==> src/include/remap_cmd_pkg.sv <==
// constants for the global command / status register block of the remapping unit
// assumes a 32-bit classic wishbone slave with byte addresses on adr_i
package remap_cmd_pkg;

    // register byte offsets
    localparam logic [11:0] GLOBAL_COMMAND_OFFSET = 12'h018;
    localparam logic [11:0] GLOBAL_STATUS_OFFSET = 12'h01C;
    localparam logic [11:0] ROOT_TABLE_ADDRESS_OFFSET = 12'h020;

    // field positions shared by command and status words
    localparam int TRANSLATION_ENABLE_BIT = 31;
    localparam int SET_ROOT_POINTER_BIT = 30;
    localparam int COMMAND_BYTE_LANE = 3;

    // reset values
    localparam logic [31:0] ROOT_TABLE_ADDRESS_RESET = 32'h0000_0000;
    localparam logic [31:0] ROOT_POINTER_RESET = 32'h0000_0000;
    localparam logic TRANSLATION_ENABLE_RESET = 1'b0;
    localparam logic ROOT_POINTER_STATUS_RESET = 1'b0;

    // what software keeps of the status word when composing a command
    localparam logic [31:0] ONE_SHOT_KEEP_MASK = 32'h96FF_FFFF;

    // answer for write-only and unmapped words
    localparam logic [31:0] UNMAPPED_READ_VALUE = 32'h0000_0000;

endpackage

==> src/verilog/translation_enable_sequencer.sv <==
// carries out one translation enable or disable request
// assumes drain_done and txn_boundary come from datapath logic on clk_sys
`timescale 1ns/1ps

module translation_enable_sequencer #(
    parameter bit DRAIN_SUPPORTED = 1'b1
) (
    input wire logic clk_sys,
    input wire logic rst_n,
    input wire logic request,
    input wire logic request_value,
    input wire logic drain_done,
    input wire logic txn_boundary,
    output logic enable,
    output logic drain_req,
    output logic busy
);

    typedef enum logic [1:0] {
        SEQ_IDLE,
        SEQ_DRAIN,
        SEQ_SWITCH
    } seq_state_t;

    typedef struct packed {
        seq_state_t state;
        logic target;
        logic enable;
        logic drain_req;
    } seq_regs_t;

    seq_regs_t s;
    seq_regs_t next_s;

    always_comb
    begin
        next_s = s;
        unique case (s.state)
            SEQ_IDLE:
            begin
                // a write that repeats the present state is a no-op
                if (request && request_value != s.enable)
                begin
                    next_s.target = request_value;
                    if (request_value && DRAIN_SUPPORTED)
                    begin
                        next_s.state = SEQ_DRAIN;
                        next_s.drain_req = 1'b1;
                    end
                    else
                    begin
                        next_s.state = SEQ_SWITCH;
                    end
                end
            end
            SEQ_DRAIN:
            begin
                if (drain_done)
                begin
                    next_s.drain_req = 1'b0;
                    next_s.state = SEQ_SWITCH;
                end
            end
            SEQ_SWITCH:
            begin
                // switch only between transactions so none is half remapped
                if (txn_boundary)
                begin
                    next_s.enable = s.target;
                    next_s.state = SEQ_IDLE;
                end
            end
            default:
            begin
                // the fourth code of the state field is unused; fall back to idle
                next_s.state = SEQ_IDLE;
            end
        endcase
    end

    always_ff @(posedge clk_sys or negedge rst_n)
    begin
        if (!rst_n)
        begin
            s.state <= SEQ_IDLE;
            s.target <= remap_cmd_pkg::TRANSLATION_ENABLE_RESET;
            s.enable <= remap_cmd_pkg::TRANSLATION_ENABLE_RESET;
            s.drain_req <= 1'b0;
        end
        else
        begin
            s <= next_s;
        end
    end

    assign enable = s.enable;
    assign drain_req = s.drain_req;
    assign busy = (s.state != SEQ_IDLE);

endmodule

==> src/verilog/remap_global_command_control.sv <==
// global command, global status and root table address registers of the remapping unit
// assumes a classic wishbone master on clk_sys and datapath handshakes on the same clock
`timescale 1ns/1ps

module remap_global_command_control #(
    parameter int ADDR_WIDTH = 12,
    parameter bit DRAIN_SUPPORTED = 1'b1
) (
    input wire logic clk_sys,
    input wire logic rst_n,
    input wire logic cyc_i,
    input wire logic stb_i,
    input wire logic we_i,
    input wire logic [ADDR_WIDTH-1:0] adr_i,
    input wire logic [31:0] dat_i,
    input wire logic [3:0] sel_i,
    output logic [31:0] dat_o,
    output logic ack_o,
    input wire logic drain_done,
    input wire logic txn_boundary,
    output logic drain_req,
    output logic remap_enable,
    output logic [31:0] root_pointer
);

    typedef struct packed {
        logic ack;
        logic [31:0] rdata;
        logic [31:0] root_table_address;
        logic [31:0] root_pointer;
        logic root_pointer_status;
        logic root_load_pending;
    } ctrl_regs_t;

    ctrl_regs_t s;
    ctrl_regs_t next_s;

    logic access;
    logic [ADDR_WIDTH-1:0] word_addr;
    logic cmd_hit;
    logic status_hit;
    logic root_addr_hit;
    logic root_addr_write;
    logic root_load_request;
    logic root_load_complete;
    logic te_request;
    logic te_busy;
    logic translation_enable_status;
    logic [31:0] status_word;
    logic [31:0] read_word;
    logic [31:0] root_address_written;

    // byte address with the lane bits dropped, compared against aligned offsets
    assign word_addr = {adr_i[ADDR_WIDTH-1:2], 2'b00};
    // ack blocks a second take of the same held strobe
    assign access = cyc_i & stb_i & ~s.ack;
    assign cmd_hit = access && we_i && sel_i[remap_cmd_pkg::COMMAND_BYTE_LANE]
        && word_addr == ADDR_WIDTH'(remap_cmd_pkg::GLOBAL_COMMAND_OFFSET);
    assign status_hit = (word_addr == ADDR_WIDTH'(remap_cmd_pkg::GLOBAL_STATUS_OFFSET));
    assign root_addr_hit = (word_addr == ADDR_WIDTH'(remap_cmd_pkg::ROOT_TABLE_ADDRESS_OFFSET));
    assign root_addr_write = access && we_i && root_addr_hit;

    // a pulse for this write only; nothing of it is kept for later writes
    assign te_request = cmd_hit && !te_busy;

    // a 0 in the pointer load field does nothing
    assign root_load_request = cmd_hit && dat_i[remap_cmd_pkg::SET_ROOT_POINTER_BIT];
    // pointer swap waits for a transaction boundary like the enable switch
    assign root_load_complete = s.root_load_pending && txn_boundary;

    always_comb
    begin
        status_word = 32'h0000_0000;
        status_word[remap_cmd_pkg::TRANSLATION_ENABLE_BIT] = translation_enable_status;
        status_word[remap_cmd_pkg::SET_ROOT_POINTER_BIT] = s.root_pointer_status;
    end

    always_comb
    begin
        // command word is write-only and reads as zero like any unmapped word
        read_word = remap_cmd_pkg::UNMAPPED_READ_VALUE;
        if (status_hit)
        begin
            read_word = status_word;
        end
        else if (root_addr_hit)
        begin
            read_word = s.root_table_address;
        end
    end

    // each byte lane of the root address takes new data only where its select is set
    genvar lane;
    generate
        for (lane = 0; lane < 4; lane++)
        begin : g_lane
            assign root_address_written[8*lane +: 8] = sel_i[lane] ? dat_i[8*lane +: 8]
                : s.root_table_address[8*lane +: 8];
        end
    endgenerate

    always_comb
    begin
        next_s = s;
        next_s.ack = 1'b0;

        // the working pointer sees the address as it stood before this cycle's write
        if (root_load_complete)
        begin
            next_s.root_pointer = s.root_table_address;
            next_s.root_pointer_status = 1'b1;
            next_s.root_load_pending = 1'b0;
        end

        // a new set wins over the completion of the previous one in the same cycle
        if (root_load_request)
        begin
            next_s.root_load_pending = 1'b1;
        end

        if (root_addr_write)
        begin
            next_s.root_table_address = root_address_written;
        end

        if (access)
        begin
            next_s.ack = 1'b1;
            // writes answer with the unmapped word; the master ignores it
            next_s.rdata = we_i ? remap_cmd_pkg::UNMAPPED_READ_VALUE : read_word;
        end
    end

    always_ff @(posedge clk_sys or negedge rst_n)
    begin
        if (!rst_n)
        begin
            s.ack <= 1'b0;
            s.rdata <= remap_cmd_pkg::UNMAPPED_READ_VALUE;
            s.root_table_address <= remap_cmd_pkg::ROOT_TABLE_ADDRESS_RESET;
            s.root_pointer <= remap_cmd_pkg::ROOT_POINTER_RESET;
            s.root_pointer_status <= remap_cmd_pkg::ROOT_POINTER_STATUS_RESET;
            s.root_load_pending <= 1'b0;
        end
        else
        begin
            s <= next_s;
        end
    end

    // enable state lives in the sequencer flop; status mirrors it so it moves only on completion
    translation_enable_sequencer #(
        .DRAIN_SUPPORTED(DRAIN_SUPPORTED)
    ) u_te_seq (
        .clk_sys(clk_sys),
        .rst_n(rst_n),
        .request(te_request),
        .request_value(dat_i[remap_cmd_pkg::TRANSLATION_ENABLE_BIT]),
        .drain_done(drain_done),
        .txn_boundary(txn_boundary),
        .enable(translation_enable_status),
        .drain_req(drain_req),
        .busy(te_busy)
    );

    assign remap_enable = translation_enable_status;
    assign dat_o = s.rdata;
    assign ack_o = s.ack;
    assign root_pointer = s.root_pointer;

endmodule

==> config.mk <==
export PLATFORM = sky130hd
export DESIGN_NAME = remap_global_command_control
export DESIGN_NICKNAME = d
export VERILOG_FILES = /design/src/include/remap_cmd_pkg.sv /design/src/verilog/translation_enable_sequencer.sv /design/src/verilog/remap_global_command_control.sv
export SDC_FILE = /design/constraint.sdc
export NUM_CORES = 1
export LEC_CHECK = 0
export ABC_AREA = 0
export BUFFER_PORTS_ARGS = -buffer_cell sky130_fd_sc_hd__buf_2
export CAP_MARGIN = 30
export CORE_MARGIN = 8
export CORE_UTILIZATION = 36
export CTS_CLUSTER_DIAMETER = 120
export DETAILED_ROUTE_END_ITERATION = 7
export SETUP_SLACK_MARGIN = 0.15
export SYNTH_ARGS = -nofsm -noshare
export SYNTH_HDL_FRONTEND = slang
export SYNTH_SLANG_ARGS = --single-unit
==> constraint.sdc <==
create_clock -name clk_sys -period 5.25 [get_ports clk_sys]
set_input_delay 0.2625 -clock clk_sys [delete_from_list [all_inputs] [get_ports clk_sys]]
set_output_delay 0.2625 -clock clk_sys [all_outputs]
set_load 0.005 [all_outputs]
==> key figures <==
Placement
  – Hpwl dp: approximately 6700 um
  – PortBufs: 119
  – Pre-CTS setup slack: roughly 2.9 ns
  – Global placer's final weighted congestion: 0.775

Final layout
  – Layout cells sized above 1: 54.3%
  – Area Growth Syn to Fin: 14.2%
  – Filler Cell Count: between 1000 and 1500
  – Final net count: roughly 440
  – Antenna Cells: 0

Global route
  – Largest net degree at the start of global routing: 54
  – Tot GR Track Use: 12.4%
  – Number of global-route vias before repair: approximately 2900
  – Overflow after GRT: 0
  – Global-route wire length before repair: about 16000 um
  – Initial antenna violation count: 0

Worst setup path
  – Critical path class: reg -> reg
  – Setup crit end kind: flip-flop
  – Crit path DAT: ~2.7 ns
  – Reg2reg setup slack: around 2.9 ns
  – Critical Path RT: roughly 5.5 ns
  – Startpoint types: flip-flop
  – CP max FO: 35

Synthesis
  – Post-synthesis cell area: about 0.0045 mm2
  – Mapped Avg Cell Area: about 14 um2
  – Adder-cell area share of the yosys netlist: 0%
  – Yosys cell types: 35
  – Syn. warnings: 0
  – Count leader, synth: dfrtp_1
  – Gate Count Post-Synth: around 320
  – Ys flop type: dfrtp_1
  – Top cells by area, synth: dfrtp_1 (58%), mux2_2 (16%), buf_4 (11%)
  – Synth cell count leaders: dfrtp_1 (104), buf_4 (64), mux2_2 (64)
  – Number of synthesized register bits: 104
  – XOR/XNOR Fraction of Synth Area: 0%
  – Post-Synth Simple-Gate Area: under 10%
  – Synthesized net count: approximately 380
  – Post-synthesis sequential area ratio: between 50 and 60%
  – Post-synth EDFFs: 0
  – Post-synthesis compound-gate area fraction: under 10%
  – Mux cell area share after synthesis: roughly 16%
  – Asr flop ratio synth: 100%
  – Largest family of logic cells by synthesized area: multiplexers
  – Synth top area share: between 50% and 60%
  – Area leader, netlist: dfrtp_1

Timing
  – Final slew viol count: 0
  – Final Setup Violations: 0
  – Fin crit period: 2.38 ns
  – RSZ-0062 raised after global routing: no
  – FMAX: 419 MHz
  – Max-slew headroom: around two fifths
  – Setup TNS: 0 ns
  – Worst clock skew: roughly 0.0056 ns
  – Slew @ Worst Pin: about 0.9 ns
  – Fin crit share: approximately 45%
  – Setup ws final: between 2 and 3 ns
  – Final-report hold violation count: 0

Drt
  – 1st-iter DRT viols: about 140
  – DRC: 0
  – DR WL/cell: ~17 um
  – Via count: approximately 2600
  – Via density: around 4.7
  – Detail Route Antenna Nets: 0
  – Total wire length: 9490 um
  – Drt pass-1 iters: 4

Power
  – Pwr Density: between 300 and 400 mW/mm2
  – Max VDD drop: between 0.15 and 0.2 mV
  – LEAKAGE: around 2.8 nW

CTS
  – Root Buffer: clkbuf_16
  – H-tree depth: 3
  – Later-pin clock latency in the skew report: ~0.35 ns
  – Sink Count: 104
  – Clock transition at path regs: roughly 0.070 ns
  – CTS tree: done
  – CTS Buf Count: 9
  – Setup bufs post-CTS: 0
  – Clock Tree Buf Depth: 2
  – CTS resizes: 0

Floorplanning
  – Die W: around 130 um
  – Die area: about 0.016 mm2
  – Io pins: about 120
  – Core Area: between 0.01 and 0.015 mm2
  – Die H: around 130 um
  – Initial Util: between 30 and 40%
  – FP Rows: 40

Hold path
  – Hold/Removal Path Class: in -> reg

Run status
  – Status: completed

Run
  – Max-cap violations: 0
per-layer routing:
metal	share of wire, %	track usage [%]	vias up	wire length (um)
met2	49	20.0	74	4680
met3	7.3	4.16	11	688
met4	2.0	6.09	0	193
li1	-	-	1193	-
met5	0	0	-	0
met1	41	14.5	1329	3930
path summary, 6_finish.rpt:
path | startpoint | end | cells after the start
max | ack_o | dat_o[31] | 7
min | drain_done | u_te_seq.s[3] | 2
max reg2reg | ack_o | dat_o[31] | 7
min reg2reg | u_te_seq.drain_req | u_te_seq.drain_req | 2
max in group asynchronous | rst_n | dat_o[3] | 3
min in group asynchronous | rst_n | u_te_seq.drain_req | 2
critical path: stages, from the launching register on:
cell	delay (ns)
dfrtp_1	0.39
nand3b_1	0.15
buf_4	0.28
or3_4	0.47
nor4_4	0.31
buf_6	0.23
buf_4	0.28
a221o_1	0.18
placed cells by master (no fill, tap or decap), types with 3 or more instances in the layout:
cell | synthesis | layout
buf_4 | 64 | 4
dfrtp_1 | 104 | 104
mux2_2 | 64 | 64
a22o_1 | 30 | 30
o21ai_0 | 3 | 3
clkbuf_16 | 0 | 9
buf_2 | 1 | 118
nand3_1 | 4 | 4
inv_1 | 4 | 4
nand2_1 | 8 | 7
nor2_1 | 3 | 3
registers in the layout, indices dropped and copies added (netlist names):
name,cells
u_te_seq.drain_req,1
ack_o,1
u_te_seq.s,3
u_te_seq.enable,1
dat_o,32
s,34
root_pointer,32
layout make-up:
type                            count  area (um2)  area share [%]
Clock buffer                        9         225            4.42
Clock inverter                      7        95.1            1.87
Sequential cell                   104        2600            51.1
Timing Repair Buffer              124         642            12.6
Tap cell                          168         210            4.13
Multi-Input combinational cell    139        1300            25.5
Inverter                            4        15.0           0.295
power by group:
group | switching (mW) | total (mW) | leakage (nW) | internal (mW)
sequential | 0.00105 | 0.804 | 1.45 | 0.802
clock | 0.297 | 0.716 | 0.156 | 0.419
combinational | 0.0320 | 0.0514 | 1.19 | 0.0194
logic make-up after synthesis:
kind of cell,after synthesis
multiplexers,65
AND/OR/NAND/NOR,38
buffers and inverters,78
flip-flops,104
AO/OA/AOI/OAI,36
timing repair:
item	CTS	global route
endpoints found under the setup margin	0	0
hold buffers	1	0
hold endpoints to repair	51	0
per-stage QoR:
stage	area (um2)	power, mW	std cells	hold WS [ns]	util [%]
5_1_grt	5090	1.63	555	0.0834	42.2
6_report	5090	1.57	555	0.106	42.2
2_1_floorplan	4460	0.828	321	-0.0331	-
3_5_place_dp	4760	0.872	538	0.337	39.5
3_3_place_gp	4750	0.870	537	0.324	39.4
4_1_cts	5090	1.60	555	0.0907	42.2
No activity file was read; power rests on OpenSTA's default activity.
